--- src/hw/dma_cmd_consts.svh ---
// offsets, fields, reset values, command codes and timing counts of the dma command block
`ifndef DMA_CMD_CONSTS_SVH
`define DMA_CMD_CONSTS_SVH

// ***********************************
// register offsets
// ***********************************
`define ADDR_CMD 8'h30
`define ADDR_CNT0 8'h34
`define ADDR_CNT3 8'h37
`define ADDR_CFG_LO 8'h38
`define ADDR_CFG_HI 8'h39
`define ADDR_STATUS 8'h3c

// ***********************************
// fields and reset values
// ***********************************
`define CFG_WIDTH_BIT 0
`define CFG_CNT_DIS_BIT 7
`define CFG_ATA_BIT 5
`define CFG_LO_RESET 8'h01
`define CFG_HI_RESET 8'h00
`define CNT_RESET 32'h00000000
`define CMD_READ_VALUE 8'hff
`define DRIVE_BUSY_BIT 7
`define TF_DATA 3'h0
`define TF_FIRST 3'h1
`define TF_LAST 3'h6
`define TF_STATUS 3'h7
`define PIN_DACK 0
`define PIN_DIOW 1
`define PIN_DIOR 2
`define PIN_IORDY 3
`define PIN_DMARQ 4
`define PIN_EOT 5

// ***********************************
// command codes
// ***********************************
`define CMD_GENERIC_SLAVE_DMA_IN 8'h00
`define CMD_GENERIC_SLAVE_DMA_OUT 8'h01
`define CMD_UDMA_RD 8'h02
`define CMD_UDMA_WR 8'h03
`define CMD_PIO_RD 8'h04
`define CMD_PIO_WR 8'h05
`define CMD_MDMA_RD 8'h06
`define CMD_MDMA_WR 8'h07
`define CMD_TF_DATA 8'h0a
`define CMD_POLL_BUSY 8'h0b
`define CMD_TF_ALL 8'h0c
`define CMD_VALIDATE 8'h0e
`define CMD_CLEAR 8'h0f
`define CMD_RESTART 8'h10
`define CMD_CORE_RESET 8'h11
`define CMD_MDMA_STOP 8'h12

// ***********************************
// timing
// ***********************************
`define CLK_PERIOD_NS 10
`define T_STROBE_NS 70
`define T_RECOVER_NS 30
`define T_RST_PULSE_NS 40
`define STROBE_CYC ((`T_STROBE_NS + `CLK_PERIOD_NS - 1) / `CLK_PERIOD_NS)
`define RECOVER_CYC ((`T_RECOVER_NS + `CLK_PERIOD_NS - 1) / `CLK_PERIOD_NS)
`define RST_PULSE_CYC ((`T_RST_PULSE_NS + `CLK_PERIOD_NS - 1) / `CLK_PERIOD_NS)

`endif

--- src/hw/dma_cmd_pkg.sv ---
// types of the dma command block
package dma_cmd_pkg;
   typedef enum logic [2:0] {ST_IDLE, ST_GENERIC_SLAVE_DMA, ST_WAIT, ST_STROBE, ST_RECOVER, ST_RESET} state_t;

   typedef struct packed {
      state_t st;
      logic [7:0] cmd;
      logic [3:0] tmr;
      logic [2:0] tf;
      logic [7:0] cfg_lo;
      logic [7:0] cfg_hi;
      logic [5:0] p1;
      logic [5:0] p2;
      logic [5:0] p3;
      logic [15:0] d1;
      logic [15:0] d2;
      logic [7:0] rdata;
      logic [15:0] dout;
      logic doe;
      logic dreq;
      logic dior;
      logic diow;
      logic dmack;
      logic bwr;
      logic brd;
      logic bval;
      logic bclr;
      logic brst;
      logic irq;
      logic creset;
      logic [15:0] bwdata;
      logic ran;
   } core_t;

   typedef struct packed {
      logic [23:0] shadow;
      logic [31:0] count;
   } cnt_t;
endpackage : dma_cmd_pkg

--- src/hw/dma_command_and_transfer_counter.sv ---
// dma command decoder, external bus sequencer and transfer counter
//
// Implementation choice: the plain strobed port.
`timescale 1ns/10ps
`default_nettype none
`include "dma_cmd_consts.svh"
module dma_command_and_transfer_counter
   import dma_cmd_pkg::*;
(
   input wire logic mclk_in, // core clock
   input wire logic rst_in, // sync reset
   input wire logic bus_reset_in, // usb bus reset pulse
   input wire logic [7:0] addr_in, // register address
   input wire logic [7:0] wr_data_in, // register write data
   input wire logic wr_in, // write strobe
   input wire logic rd_in, // read strobe
   output logic [7:0] rd_data_out, // read data, next cycle
   input wire logic [15:0] data_in, // dma data pins in
   output logic [15:0] data_out, // dma data pins out
   output logic data_oe_out, // dma data drive enable
   output logic dreq_out, // generic request to controller
   input wire logic dack_in, // generic acknowledge
   input wire logic diow_in, // generic write strobe
   input wire logic dior_in, // generic read strobe
   input wire logic eot_in, // end_of_transfer_input
   output logic ata_dior_out, // drive read strobe
   output logic ata_diow_out, // drive write strobe
   output logic ata_dmack_out, // drive dma acknowledge
   input wire logic ata_dmarq_in, // drive dma request
   input wire logic iordy_in, // drive ready
   output logic [2:0] tf_addr_out, // task-file register select
   input wire logic buf_space_in, // buffer can take a word
   input wire logic buf_avail_in, // buffer holds a word
   input wire logic [15:0] buf_rdata_in, // buffer head word
   output logic buf_wr_out, // push pulse
   output logic [15:0] buf_wdata_out, // pushed word
   output logic buf_rd_out, // pop pulse
   output logic buf_validate_out, // validate packet pulse
   output logic buf_clear_out, // clear buffer pulse
   output logic buf_restart_out, // pointer restart pulse
   output logic core_reset_out, // core reset done pulse
   output logic cmd_irq_out // command complete event
);
   core_t q;
   core_t n;
   logic [31:0] count;
   logic zero;
   logic dec;
   logic cnt_clr;
   logic cnt_wr;
   logic cmd_wr;
   logic is_generic_slave_dma;
   logic is_mdma;
   logic is_ata_dma;
   logic is_rd;
   logic counted;
   logic buf_ok;
   logic start_ok;
   logic generic_slave_dma_wr_edge;
   logic generic_slave_dma_rd_edge;
   logic eot_edge;
   logic [1:0] step;

   // ***********************************
   // decode of the running command
   // ***********************************
   assign cmd_wr = wr_in && (addr_in == `ADDR_CMD);
   assign cnt_wr = wr_in && (addr_in >= `ADDR_CNT0) && (addr_in <= `ADDR_CNT3);
   assign is_generic_slave_dma = (q.cmd == `CMD_GENERIC_SLAVE_DMA_IN) || (q.cmd == `CMD_GENERIC_SLAVE_DMA_OUT);
   assign is_mdma = (q.cmd == `CMD_MDMA_RD) || (q.cmd == `CMD_MDMA_WR);
   assign is_ata_dma = is_mdma || (q.cmd == `CMD_UDMA_RD) || (q.cmd == `CMD_UDMA_WR);
   assign is_rd = !((q.cmd == `CMD_GENERIC_SLAVE_DMA_OUT) || (q.cmd == `CMD_UDMA_WR) ||
                    (q.cmd == `CMD_PIO_WR) || (q.cmd == `CMD_MDMA_WR));
   assign counted = (q.cmd <= `CMD_MDMA_WR) &&
                    !(is_generic_slave_dma && q.cfg_lo[`CFG_CNT_DIS_BIT]);
   assign step = (is_generic_slave_dma && !q.cfg_lo[`CFG_WIDTH_BIT]) ? 2'h1 : 2'h2;
   assign buf_ok = is_rd ? buf_space_in : buf_avail_in;
   // pio and task-file cycles wait on ready and the buffer; request and acknowledge unused
   assign start_ok = buf_ok && (is_ata_dma ? q.p2[`PIN_DMARQ] : q.p2[`PIN_IORDY]);
   assign generic_slave_dma_wr_edge = q.p2[`PIN_DIOW] && !q.p3[`PIN_DIOW] && q.p2[`PIN_DACK];
   assign generic_slave_dma_rd_edge = !q.p2[`PIN_DIOR] && q.p3[`PIN_DIOR] && q.p2[`PIN_DACK];
   assign eot_edge = q.p2[`PIN_EOT] && !q.p3[`PIN_EOT];

   xfer_counter u_counter (
      .mclk_in(mclk_in),
      .rst_in(rst_in),
      .clr_in(cnt_clr),
      .wr_in(cnt_wr),
      .sel_in(addr_in[1:0]),
      .wdata_in(wr_data_in),
      .dec_in(dec),
      .step_in(step),
      .count_out(count),
      .zero_out(zero)
   );

   // ***********************************
   // next state
   // ***********************************
   always_comb begin
      n = q;
      n.p1 = {eot_in, ata_dmarq_in, iordy_in, dior_in, diow_in, dack_in};
      n.p2 = q.p1;
      n.p3 = q.p2;
      n.d1 = data_in;
      n.d2 = q.d1;
      n.bwr = 1'b0;
      n.brd = 1'b0;
      n.bval = 1'b0;
      n.bclr = 1'b0;
      n.brst = 1'b0;
      n.irq = 1'b0;
      n.creset = 1'b0;
      n.rdata = 8'h00;
      dec = 1'b0;
      cnt_clr = bus_reset_in;
      if (rd_in) begin
         case (addr_in)
            `ADDR_CMD: n.rdata = `CMD_READ_VALUE;
            8'h34: n.rdata = count[7:0];
            8'h35: n.rdata = count[15:8];
            8'h36: n.rdata = count[23:16];
            8'h37: n.rdata = count[31:24];
            `ADDR_CFG_LO: n.rdata = q.cfg_lo;
            `ADDR_CFG_HI: n.rdata = q.cfg_hi;
            `ADDR_STATUS: n.rdata = {q.st != ST_IDLE, zero, q.ran, 2'h0, 3'(q.st)};
            default: n.rdata = 8'h00;
         endcase
      end
      if (wr_in && (addr_in == `ADDR_CFG_LO)) begin
         n.cfg_lo = wr_data_in;
      end
      if (wr_in && (addr_in == `ADDR_CFG_HI)) begin
         n.cfg_hi = wr_data_in;
      end
      unique case (q.st)
         ST_IDLE: begin
            n.dreq = 1'b0;
            n.doe = 1'b0;
         end
         ST_GENERIC_SLAVE_DMA: begin
            n.dreq = buf_ok && (!counted || !zero);
            n.dout = buf_rdata_in;
            if (q.cmd == `CMD_GENERIC_SLAVE_DMA_IN) begin
               if (generic_slave_dma_wr_edge) begin
                  n.bwr = 1'b1;
                  n.bwdata = q.d2;
                  dec = counted;
               end
            end else begin
               n.doe = q.p2[`PIN_DACK] && q.p2[`PIN_DIOR];
               if (generic_slave_dma_rd_edge) begin
                  n.brd = 1'b1;
                  dec = counted;
               end
            end
            if ((q.cmd == `CMD_GENERIC_SLAVE_DMA_IN) && !counted && eot_edge) begin
               n.st = ST_IDLE;
               n.bval = 1'b1;
               n.dreq = 1'b0;
            end else if (counted && zero) begin
               n.st = ST_IDLE;
               n.bval = (q.cmd == `CMD_GENERIC_SLAVE_DMA_IN);
               n.dreq = 1'b0;
               n.doe = 1'b0;
            end
         end
         ST_WAIT: begin
            if (counted && zero) begin
               n.st = ST_IDLE;
            end else if (start_ok) begin
               n.st = ST_STROBE;
               n.tmr = 4'(`STROBE_CYC - 1);
               n.dmack = is_ata_dma;
               n.dior = is_rd;
               n.diow = !is_rd;
               if (!is_rd) begin
                  n.doe = 1'b1;
                  n.dout = buf_rdata_in;
                  n.brd = 1'b1;
               end
            end
         end
         ST_STROBE: begin
            if (q.tmr != 4'h0) begin
               n.tmr = q.tmr - 4'h1;
            end else begin
               n.dior = 1'b0;
               n.diow = 1'b0;
               n.dmack = 1'b0;
               n.doe = 1'b0;
               n.st = ST_RECOVER;
               n.tmr = 4'(`RECOVER_CYC - 1);
               dec = counted;
               if (q.cmd == `CMD_POLL_BUSY) begin
                  if (!q.d2[`DRIVE_BUSY_BIT]) begin
                     n.irq = 1'b1;
                     n.st = ST_IDLE;
                  end
               end else if (is_rd) begin
                  n.bwr = 1'b1;
                  n.bwdata = q.d2;
               end
               if (q.cmd == `CMD_TF_DATA) begin
                  n.st = ST_IDLE;
               end
               if (q.cmd == `CMD_TF_ALL) begin
                  if (q.tf == `TF_LAST) begin
                     n.irq = 1'b1;
                     n.st = ST_IDLE;
                  end else begin
                     n.tf = q.tf + 3'h1;
                  end
               end
            end
         end
         ST_RECOVER: begin
            if (q.tmr != 4'h0) begin
               n.tmr = q.tmr - 4'h1;
            end else begin
               n.st = ST_WAIT;
            end
         end
         ST_RESET: begin
            // handshake pins pulse while the core resets
            n.dreq = 1'b1;
            n.dior = 1'b1;
            n.diow = 1'b1;
            n.dmack = 1'b1;
            n.doe = 1'b0;
            if (q.tmr != 4'h0) begin
               n.tmr = q.tmr - 4'h1;
            end else begin
               n.st = ST_IDLE;
               n.dreq = 1'b0;
               n.dior = 1'b0;
               n.diow = 1'b0;
               n.dmack = 1'b0;
               n.cmd = `CMD_READ_VALUE;
               n.cfg_lo = `CFG_LO_RESET;
               n.cfg_hi = `CFG_HI_RESET;
               n.tf = `TF_DATA;
               n.ran = 1'b0;
               n.creset = 1'b1;
               cnt_clr = 1'b1;
            end
         end
      endcase
      // ***********************************
      // command register writes
      // ***********************************
      if (cmd_wr) begin
         if (wr_data_in == `CMD_CORE_RESET) begin
            n.st = ST_RESET;
            n.tmr = 4'(`RST_PULSE_CYC - 1);
         end else if ((wr_data_in == `CMD_MDMA_STOP) && is_mdma &&
                      (q.st != ST_IDLE) && (q.st != ST_RESET)) begin
            n.st = ST_IDLE;
            n.dior = 1'b0;
            n.diow = 1'b0;
            n.dmack = 1'b0;
            n.doe = 1'b0;
         end else if (q.st == ST_IDLE) begin
            case (wr_data_in)
               `CMD_GENERIC_SLAVE_DMA_IN, `CMD_GENERIC_SLAVE_DMA_OUT: begin
                  n.st = ST_GENERIC_SLAVE_DMA;
                  n.cmd = wr_data_in;
                  n.ran = 1'b1;
               end
               `CMD_UDMA_RD, `CMD_UDMA_WR, `CMD_PIO_RD, `CMD_PIO_WR,
               `CMD_MDMA_RD, `CMD_MDMA_WR: begin
                  n.st = ST_WAIT;
                  n.cmd = wr_data_in;
                  n.tf = `TF_DATA;
                  n.ran = 1'b1;
               end
               `CMD_TF_DATA: begin
                  n.st = ST_WAIT;
                  n.cmd = wr_data_in;
                  n.tf = `TF_DATA;
                  n.ran = 1'b1;
               end
               `CMD_POLL_BUSY: begin
                  n.st = ST_WAIT;
                  n.cmd = wr_data_in;
                  n.tf = `TF_STATUS;
                  n.ran = 1'b1;
               end
               `CMD_TF_ALL: begin
                  n.st = ST_WAIT;
                  n.cmd = wr_data_in;
                  n.tf = `TF_FIRST;
                  n.ran = 1'b1;
               end
               `CMD_VALIDATE: n.bval = 1'b1;
               `CMD_CLEAR: n.bclr = 1'b1;
               `CMD_RESTART: n.brst = 1'b1;
               default: n.cmd = q.cmd;
            endcase
         end
      end
   end

   always_ff @(posedge mclk_in) begin
      if (rst_in) begin
         q <= '0;
         q.st <= ST_IDLE;
         q.cmd <= `CMD_READ_VALUE;
         q.cfg_lo <= `CFG_LO_RESET;
         q.cfg_hi <= `CFG_HI_RESET;
      end else begin
         q <= n;
      end
   end

   // ***********************************
   // outputs
   // ***********************************
   assign rd_data_out = q.rdata;
   assign data_out = q.dout;
   assign data_oe_out = q.doe;
   assign dreq_out = q.dreq;
   assign ata_dior_out = q.dior;
   assign ata_diow_out = q.diow;
   assign ata_dmack_out = q.dmack;
   assign tf_addr_out = q.tf;
   assign buf_wr_out = q.bwr;
   assign buf_wdata_out = q.bwdata;
   assign buf_rd_out = q.brd;
   assign buf_validate_out = q.bval;
   assign buf_clear_out = q.bclr;
   assign buf_restart_out = q.brst;
   assign core_reset_out = q.creset;
   assign cmd_irq_out = q.irq;

   // ***********************************
   // checks
   // ***********************************
   localparam int RST_A = `RST_PULSE_CYC;
endmodule : dma_command_and_transfer_counter
`default_nettype wire

--- src/hw/xfer_counter.sv ---
// byte-wide loaded transfer counter with remaining-count decrement
`timescale 1ns/10ps
`default_nettype none
`include "dma_cmd_consts.svh"
module xfer_counter
   import dma_cmd_pkg::*;
(
   input wire logic mclk_in, // core clock
   input wire logic rst_in, // sync reset
   input wire logic clr_in, // bus or core reset
   input wire logic wr_in, // byte write
   input wire logic [1:0] sel_in, // byte lane
   input wire logic [7:0] wdata_in, // byte value
   input wire logic dec_in, // one word moved
   input wire logic [1:0] step_in, // bytes per word
   output logic [31:0] count_out, // bytes remaining
   output logic zero_out // nothing left
);
   cnt_t q;
   cnt_t n;

   always_comb begin
      n = q;
      if (dec_in) begin
         n.count = (q.count > {30'h0, step_in}) ? q.count - {30'h0, step_in} : 32'h0;
      end
      if (wr_in) begin
         unique case (sel_in)
            2'h0: n.shadow[7:0] = wdata_in;
            2'h1: n.shadow[15:8] = wdata_in;
            2'h2: n.shadow[23:16] = wdata_in;
            2'h3: n.count = {wdata_in, q.shadow};
         endcase
      end
      if (clr_in) begin
         n.shadow = 24'h0;
         n.count = `CNT_RESET;
      end
   end

   always_ff @(posedge mclk_in) begin
      if (rst_in) begin
         q <= '{shadow: 24'h0, count: `CNT_RESET};
      end else begin
         q <= n;
      end
   end

   assign count_out = q.count;
   assign zero_out = (q.count == 32'h0);
endmodule : xfer_counter
`default_nettype wire

--- config.mk ---
export PLATFORM = sky130hd
export DESIGN_NAME = dma_command_and_transfer_counter
export DESIGN_NICKNAME = d
export VERILOG_FILES = /design/src/hw/dma_cmd_pkg.sv /design/src/hw/dma_command_and_transfer_counter.sv /design/src/hw/xfer_counter.sv
export VERILOG_INCLUDE_DIRS = /design/src /design/src/hw
export SDC_FILE = /design/constraint.sdc
export NUM_CORES = 1
export LEC_CHECK = 0
export BUFFER_PORTS_ARGS = -buffer_cell sky130_fd_sc_hd__buf_2
export CORE_MARGIN = 3
export CORE_UTILIZATION = 35
export CTS_BUF_LIST = sky130_fd_sc_hd__clkbuf_16
export DETAILED_ROUTE_END_ITERATION = 16
export PLACE_DENSITY = 0.56
export SLEW_MARGIN = 15
export SYNTH_ARGS = -nofsm -noshare
export SYNTH_HDL_FRONTEND = slang
export SYNTH_SLANG_ARGS = --single-unit
--- constraint.sdc ---
create_clock -name mclk_in -period 3.56 [get_ports mclk_in]
set_clock_uncertainty 0.05 [all_clocks]
set_input_delay 0.712 -clock mclk_in [delete_from_list [all_inputs] [get_ports mclk_in]]
set_output_delay 0.712 -clock mclk_in [all_outputs]
set_load 0.01 [all_outputs]
==> results.yml, run 1 <==
worst_setup_path:
  worstSetupEndpoint: "u_counter.count_out[17]"
  critPathMaxFanout: 7
  cp_data_required_time_ns: 3.83
  startpoint_type: "flop"
  r2r-start: "q[133]"
  cp-startpoint: "q[133]"
  r2r_slack_ns: 0.27
  worstPathArrival_ns: 3.56
  crit_type: "flop to flop"
  critPathCaptureType: "flop"
  reg2reg_depth: 10
  reg2reg_to: "u_counter.count_out[17]"
place:
  io_buffers: 115
  gp_congestion: 0.852
  hpwlAfterDp_mm: 15.9
  dp.cells: 1361
route:
  wl_per_cell_um: 16.2
  wirelength_mm: 22.6
  drt-pass1-iter-count: 4
  via_per_inst: 5.17
  drc: 0
  initialDrtViolationCount: 429
  postRouteAntennaNets: 0
  num_vias: 7201
sta:
  hold_ws_ns: 0.385
  slew_headroom: 0.332
  fmax_mhz: 304
  rsz0062_at_grt: "true"
  finalSetupViolations: 0
  tns_ns: 0
  fin_crit_sh: 0.924
  timing.final.hold_violations: 0
  fin_crit_ns: 3.29
  tightest_slew_ns: 1.00
  slew_violations: 0
cells_and_area:
  drive_above_1_share: 0.188
  area_delta_synth_final_pct: 14.2
  nNetsFinal: 1124
  num_antenna_cells: 0
  layoutNonFillerInstCount: 1393
synthesis:
  syn_nets: 1067
  yosysWarnings: 0
  synth.yosys.seq_area_share: 0.432
  synth-seq-cells: 190
  synth-edff-count: 0
  yosysUniqueCellTypes: 76
  syn_inst: 999
  syn_area_per_cell_um2: 8.81
  ys_async_sr_fraction: 0
  netlist_area_um2: 8800
  synth_ff_type: "dfxtp_1"
global_routing:
  grt_util_all_layers: 0.167
  grt_overflow: 0
  grt_pass1_vias: 6601
  antenna_found_initial: 1
  grt_pass1_wl_mm: 35.8
  grt_max_degree: 65
floorplan:
  core_area_um2: 24500
  die_x_um: 165
  die_y_um: 165
  dieArea_um2: 27100
  start_util: 0.359
  pin_count: 116
  num_rows: 57
outcome:
  status: "finished, final reports clean"
cts:
  numClockSinks: 190
  cts_buffers: 17
  clk-insertion-delay-late_ns: 0.45
  clkTransAtPathRegs_ns: 0.08
  htreeDepth: 4
  cts_tree: "done"
  cts_max_path_buffers: 2
  holdBufCountCts: 0
  cts-root-buf: "clkbuf_16"
worst_hold_path:
  hp-class: "flop to flop"
pwr:
  vdd_drop_max_uv: 254
  leakagePower_uw: 0.00389
  power.density_nw_per_um2: 435
  total_power_uw: 4370
run:
  cap_viol_max_count: 0
## routing by layer
metal  wire length, um  global-route usage  vias up
li1                  -                   -     3595
met1             11100               0.236     3377
met2              9850               0.254      194
met3              1220              0.0331       33
met4               423              0.0522        2
met5                 7                   0        -
## cells in the final DEF, fill, tap and decap left out, types with 9 or more instances in the layout
master,count
buf_4,24
a21oi_1,52
clkbuf_16,17
nor4_1,12
nand2b_1,9
nor2b_1,60
buf_2,115
mux2i_1,65
o21ai_0,32
xnor2_1,29
a22oi_1,10
nor2_1,114
inv_1,13
nand2_1,91
a211oi_1,32
dfxtp_1,190
nand3_1,27
nor3_1,20
or3_1,9
## per-stage QoR
step	setup slack, ns	instance area (um2)	utilization
6_report	0.269	10100	0.410
5_1_grt	-0.0491	10100	0.410
4_1_cts	0.221	10000	0.410
3_5_place_dp	0.243	9390	0.383
3_3_place_gp	0.250	9390	0.383
2_1_floorplan	0.380	8800	-
## sequential cells by signal, summed over array words and instances (netlist names), 3 cells and up
name / flops
n: 28
buf_wdata_out: 16
tf_addr_out: 3
q: 51
u_counter.q: 24
u_counter.count_out: 32
data_out: 16
rd_data_out: 8
## timing repair
item / 4_1_cts / 5_1_grt
gates resized for setup: 0 / 2
setup buffers: 0 / 0
endpoints found under the setup margin: 0 / 2
## synthesized netlist by cell type, types with 3 or more instances
cell	instances	area, um2
a2111oi_2	3	45.0
a221oi_1	6	52.6
a211oi_1	32	240
clkbuf_1	46	173
mux2i_1	65	651
a31oi_1	8	50.1
nand2b_1	9	56.3
inv_1	13	48.8
ha_1	7	87.6
o2111ai_1	3	26.3
nor2_1	114	428
nand2_1	91	342
or3_1	9	56.3
o211ai_1	4	30.0
xnor2_1	29	254
nand3_1	27	135
a22o_1	3	26.3
a21oi_1	52	260
and3_1	4	25.0
o21ai_0	32	160
or4_4	3	33.8
nor3_1	20	100
dfxtp_1	190	3800
buf_1	5	18.8
a22oi_1	10	75.1
o21ai_1	6	30.0
or2_2	4	25.0
o221a_2	3	33.8
nor4_1	12	75.1
buf_2	4	20.0
nor3b_1	3	22.5
or4_1	6	45.0
mux2_2	5	56.3
nor2b_1	60	375
nand4_1	8	50.1
a2111oi_0	8	70.1
and2_1	3	18.8
buf_4	44	330
and4_1	4	35.0
## final cells by class
cell class | count | area [um2]
Multi-Input combinational cell | 693 | 4370
Fill cell | 2506 | 14500
Clock buffer | 17 | 425
Sequential cell | 190 | 3800
Timing Repair Buffer | 139 | 756
Tap cell | 324 | 405
Clock inverter | 15 | 233
Inverter | 15 | 56.3
## critical path, stage by stage, from the launching register on
cell       delay (ns)
dfxtp_1          0.34
nor4_2           0.32
nand2b_1         0.14
nor4_1           0.33
ha_1             0.32
nor2b_1          0.15
nor4_1           0.36
nand3_1          0.36
a2111oi_1        0.58
xnor2_1          0.18
o21ai_1          0.07
## how the worst min path moves through the flow
stage | from | to | slack [ns] | depth (start not counted)
4_1_cts | n[96] | n[90] | 0.39 | 1
5_1_grt | data_in[2] | n[55] | 0.40 | 2
6_report | n[96] | n[90] | 0.38 | 1
3_5_place_dp | n[96] | n[90] | 0.37 | 1
3_3_place_gp | n[63] | q[63] | 0.37 | 1
2_1_floorplan | n[91] | n[85] | 0.36 | 1
## power breakdown
group / leakage [uW] / internal (uW) / switching [uW]
sequential: 0.00154 / 2150 / 5.82
clock: 0.000313 / 1000 / 1060
combinational: 0.00204 / 56.6 / 104
## logic make-up after synthesis
| group | after synthesis | synth area share |
|---|---|---|
| flops | 190 | 0.432 |
| simple gates | 392 | 0.227 |
| buf+inv | 116 | 0.0715 |
| compound gates | 193 | 0.149 |
| mux | 70 | 0.0803 |
| fa+ha+maj | 7 | 0.00995 |
| xor+xnor | 31 | 0.0308 |
Power figures use the tool's default switching activity.
==> run 2, diff against run 1 <==
CORE_UTILIZATION = 45   (was 35)
PLACE_DENSITY = 0.68   (was 0.56)
==> run 2 against run 1 <==
  * Global-route usage is 2.7 points higher
  * First-iteration DRC count is 53% higher
  * Hold slack better by 0.0042 ns
  * Utilization is 11 points higher
  * Routed wire length is 6.0% lower
  * Via count is 0.68% higher
  * Critical path type unchanged
==> results.yml, run 2 (synthesized netlist as in run 1, its figures left out) <==
place:
  gp_congestion: 0.894
  io_buffers: 115
  dp.cells: 1294
  hpwlAfterDp_mm: 14.9
cells_and_area:
  nNetsFinal: 1121
  regMostFlops: "q"
  drive_above_1_share: 0.186
  layoutNonFillerInstCount: 1326
  mostFrequentLayoutCell: "dfxtp_1"
  largest_reg_flops: 51
  area_delta_synth_final_pct: 13.0
  final_cell_mix: "dfxtp_1, buf_2, nor2_1, nand2_1, mux2i_1"
  n_fill_cell: 1750
  num_antenna_cells: 0
global_routing:
  grt_pass1_vias: 6331
  grt_util_all_layers: 0.194
  grt_pass1_wl_mm: 33.6
  grt_overflow: 0
  antenna_found_initial: 1
  grt_max_degree: 75
worst_setup_path:
  crit_type: "flop to flop"
  r2r-start: "q[133]"
  cp-startpoint: "q[133]"
  slowest_stage: "a2111oi_1"
  crit_chain: "nor4_2 -> nand2b_1 -> nor4_1 -> ha_1 -> nor2b_1 -> nor4_1 -> nand3_1 -> a2111oi_1 -> xnor2_1 -> o21ai_1"
  worstPathArrival_ns: 3.64
  worst_path_most_repeated_cell: "nor4_1"
  reg2reg_depth: 10
  worst_path_largest_cell_delay_ns: 0.60
  critPathMaxFanout: 7
  cp_data_required_time_ns: 3.83
  critPathCaptureType: "flop"
  startpoint_type: "flop"
cts:
  numClockSinks: 190
  cts_buffers: 17
  cts_tree: "done"
  clk-insertion-delay-late_ns: 0.44
  holdBufCountCts: 0
  cts-root-buf: "clkbuf_16"
  cts_max_path_buffers: 2
  htreeDepth: 4
  clkTransAtPathRegs_ns: 0.08
sta:
  fin_crit_ns: 3.37
  slew_violations: 0
  fmax_mhz: 297
  rsz0062_at_grt: "false"
  tns_ns: 0
  tightest_slew_ns: 1.17
  timing.final.hold_violations: 0
  slew_headroom: 0.218
  fin_crit_sh: 0.946
  finalSetupViolations: 0
route:
  via_per_inst: 5.47
  postRouteAntennaNets: 0
  wirelength_mm: 21.3
  wl_per_cell_um: 16.0
  drt-pass1-iter-count: 5
  num_vias: 7250
  initialDrtViolationCount: 657
  drc: 0
floorplan:
  dieArea_um2: 21300
  die_y_um: 146
  pin_count: 116
  core_area_um2: 19000
  start_util: 0.464
  num_rows: 50
  die_x_um: 146
run:
  cap_viol_max_count: 0
worst_hold_path:
  hp-class: "flop to flop"
  worstHoldStart: "n[68]"
  hold_depth: 1
outcome:
  status: "finished, final reports clean"
pwr:
  leakagePower_uw: 0.00387
  vdd_drop_max_uv: 324
  power.density_nw_per_um2: 434
## run 2: changes by cell type in the layout (fill, tap and decap cells not counted)
cell	change
inv_12	-3
inv_8	+1
a2111oi_0	-1
clkinv_8	+2
buf_4	-3
a2111oi_1	+1
## run 2: metrics by stage
step / util / setup slack, ns / power (uW) / hold slack [ns] / area (um2)
floorplan: - / 0.380 / 2290 / 0.364 / 8800
global placement: 0.490 / 0.345 / 2360 / 0.366 / 9290
detailed placement: 0.490 / 0.236 / 2360 / 0.371 / 9290
CTS: 0.524 / 0.223 / 4360 / 0.392 / 9940
global route: 0.525 / 0.0128 / 4470 / 0.405 / 9950
finish: 0.525 / 0.194 / 4320 / 0.389 / 9950
## run 2: worst max-delay path, delay by kind of cell (launching register included)
family	cells	cell delay, ns
AND/OR/NAND/NOR	6	1.69
XOR/XNOR	1	0.18
adder cells (fa/ha/maj)	1	0.33
AO/OA/AOI/OAI	2	0.67
flip-flops	1	0.34
## run 2: layer usage
| layer | vias up | routed length [um] | track usage |
|---|---|---|---|
| met2 | 283 | 9280 | 0.290 |
| met1 | 3332 | 10100 | 0.275 |
| met3 | 31 | 1530 | 0.0480 |
| li1 | 3602 | - | - |
| met5 | - | 20 | 0 |
| met4 | 2 | 367 | 0.0622 |
## run 2: path summary, 6_finish.rpt
kind	end	slack (ns)
min reg2reg	q[68]	0.39
max reg2reg	u_counter.count_out[15]	0.19
max	u_counter.count_out[15]	0.19
min	q[68]	0.39
## run 2: power by group
group / total (uW) / leakage (uW) / internal (uW) / switching (uW)
Sequential: 2150 / 0.00154 / 2150 / 6.18
Combinational: 157 / 0.00202 / 55.1 / 102
Clock: 2010 / 0.000311 / 990 / 1020
## run 2: timing repair
item	4_1_cts	5_1_grt
endpoints found under the setup margin	0	3
buffers inserted	0	0
gates resized for setup	0	3
endpoints found under the hold margin	0	0
## run 2: cell type report
class | instances | area, um2 | area share
multi-input cells | 693 | 4370 | 0.440
flip-flops and latches | 190 | 3800 | 0.382
clock buffers | 17 | 425 | 0.0428
clock inverters | 15 | 228 | 0.0229
inverters | 15 | 56.3 | 0.00566
repair buffers | 136 | 733 | 0.0737
well taps | 260 | 325 | 0.0327
==> run 3, diff against run 2 <==
clock period = 3.5 ns   (was 3.56 ns; I/O delays follow)
==> run 3 against run 2 <==
  * Utilization up 0.066 points
  * Critical path type unchanged
  * Count of clock-buffer cells in the layout stayed put
  * Via count rose by 0.51%
  * Critical endpoint is now u_counter.count_out[27]
  * Critical path depth did not move
  * Worst setup slack improved by 0.17 ns
==> results.yml, run 3 (synthesized netlist as in run 1, its figures left out) <==
global_routing:
  grt_pass1_wl_mm: 34.8
  grt_util_all_layers: 0.199
  grt_max_degree: 82
  grt_pass1_vias: 6694
  antenna_found_initial: 1
  grt_overflow: 0
cells_and_area:
  regMostFlops: "q"
  largest_reg_flops: 51
  final_cell_mix: "dfxtp_1, buf_2, nor2_1, nand2_1, mux2i_1"
  nNetsFinal: 1125
  drive_above_1_share: 0.191
  n_fill_cell: 1782
  area_delta_synth_final_pct: 13.1
  mostFrequentLayoutCell: "dfxtp_1"
  num_antenna_cells: 0
  layoutNonFillerInstCount: 1330
worst_setup_path:
  r2r-start: "q[133]"
  cp_data_required_time_ns: 3.77
  worst_path_largest_cell_delay_ns: 0.53
  startpoint_type: "flop"
  worstPathArrival_ns: 3.40
  crit_chain: "nor4_2 -> nand2b_1 -> nor4_1 -> ha_1 -> nor2b_1 -> nor4_2 -> nand4_1 -> a2111oi_1 -> xnor2_1 -> o21ai_0"
  critPathCaptureType: "flop"
  slowest_stage: "a2111oi_1"
  worst_path_most_repeated_cell: "nor4_2"
  critPathMaxFanout: 4
  crit_type: "flop to flop"
  cp-startpoint: "q[133]"
floorplan:
  pin_count: 116
  dieArea_um2: 21300
  num_rows: 50
  core_area_um2: 19000
  die_x_um: 146
  die_y_um: 146
  start_util: 0.464
route:
  initialDrtViolationCount: 556
  postRouteAntennaNets: 0
  via_per_inst: 5.48
  wl_per_cell_um: 16.2
  drc: 0
  wirelength_mm: 21.5
  num_vias: 7287
  drt-pass1-iter-count: 5
sta:
  timing.final.hold_violations: 0
  fin_crit_ns: 3.14
  slew_headroom: 0.372
  fmax_mhz: 319
  tightest_slew_ns: 0.942
  fin_crit_sh: 0.897
  finalSetupViolations: 0
  tns_ns: 0
  slew_violations: 0
  rsz0062_at_grt: "false"
place:
  dp.cells: 1298
  hpwlAfterDp_mm: 15.1
  gp_congestion: 0.898
  io_buffers: 115
pwr:
  leakagePower_uw: 0.00388
  vdd_drop_max_uv: 318
  power.density_nw_per_um2: 438
cts:
  numClockSinks: 190
  clk-insertion-delay-late_ns: 0.44
  cts_tree: "done"
  clkTransAtPathRegs_ns: 0.08
  cts-root-buf: "clkbuf_16"
  holdBufCountCts: 0
  cts_buffers: 17
  cts_max_path_buffers: 2
  htreeDepth: 4
outcome:
  status: "finished, final reports clean"
run:
  cap_viol_max_count: 0
worst_hold_path:
  worstHoldStart: "n[63]"
  hp-class: "flop to flop"
==> run 3: path summary, 6_finish.rpt <==
check                                 end  slack, ns  cells past startpoint
hold reg to reg                     q[63]       0.39                      1
setup / recovery  u_counter.count_out[27]       0.36                     10
setup reg to reg  u_counter.count_out[27]       0.36                     10
hold / removal                      q[63]       0.39                      1
==> run 3: per-stage QoR <==
step	area, um2	hold slack (ns)	total power, uW	setup WS, ns	util
6_report	9960	0.389	4360	0.361	0.525
5_1_grt	9960	0.406	4520	0.0420	0.525
2_1_floorplan	8800	0.364	2330	0.320	-
3_3_place_gp	9320	0.365	2400	0.289	0.492
3_5_place_dp	9320	0.372	2400	0.157	0.492
4_1_cts	9940	0.392	4400	0.128	0.525
==> run 3: layout make-up <==
cell class	count	area (um2)	area share
tap	260	325	0.0327
inverter	15	56.3	0.00565
sequential	190	3800	0.382
multi-input combinational	693	4390	0.440
clock buffer	17	425	0.0427
clock inverter	15	199	0.0200
timing repair buffer	140	763	0.0766
==> run 3: per-layer routing <==
metal	vias to the layer above	part of all wire	global-route usage
met4	2	0.023	0.0708
met5	-	0.00060	0
li1	3605	-	-
met2	244	0.44	0.299
met1	3396	0.47	0.279
met3	40	0.064	0.0467
==> run 3: worst max-delay path: cells and delay by family, from the launching register on <==
family / cells / cell delay, ns
adders and majority gates: 1 / 0.33
DFF: 1 / 0.34
xor gates and xnor gates: 1 / 0.18
and+or+nand+nor: 6 / 1.52
AOI/OAI and AO/OA: 2 / 0.62
==> run 3: repair_timing <==
action | in CTS | in global routing
gates resized for setup | 0 | 5
setup endpoints to repair | 0 | 6
buffers inserted | 0 | 0
==> run 3: power breakdown <==
| group | internal (uW) | switching [uW] |
|---|---|---|
| combinational | 56.2 | 102 |
| clock | 996 | 1010 |
| sequential | 2180 | 5.86 |
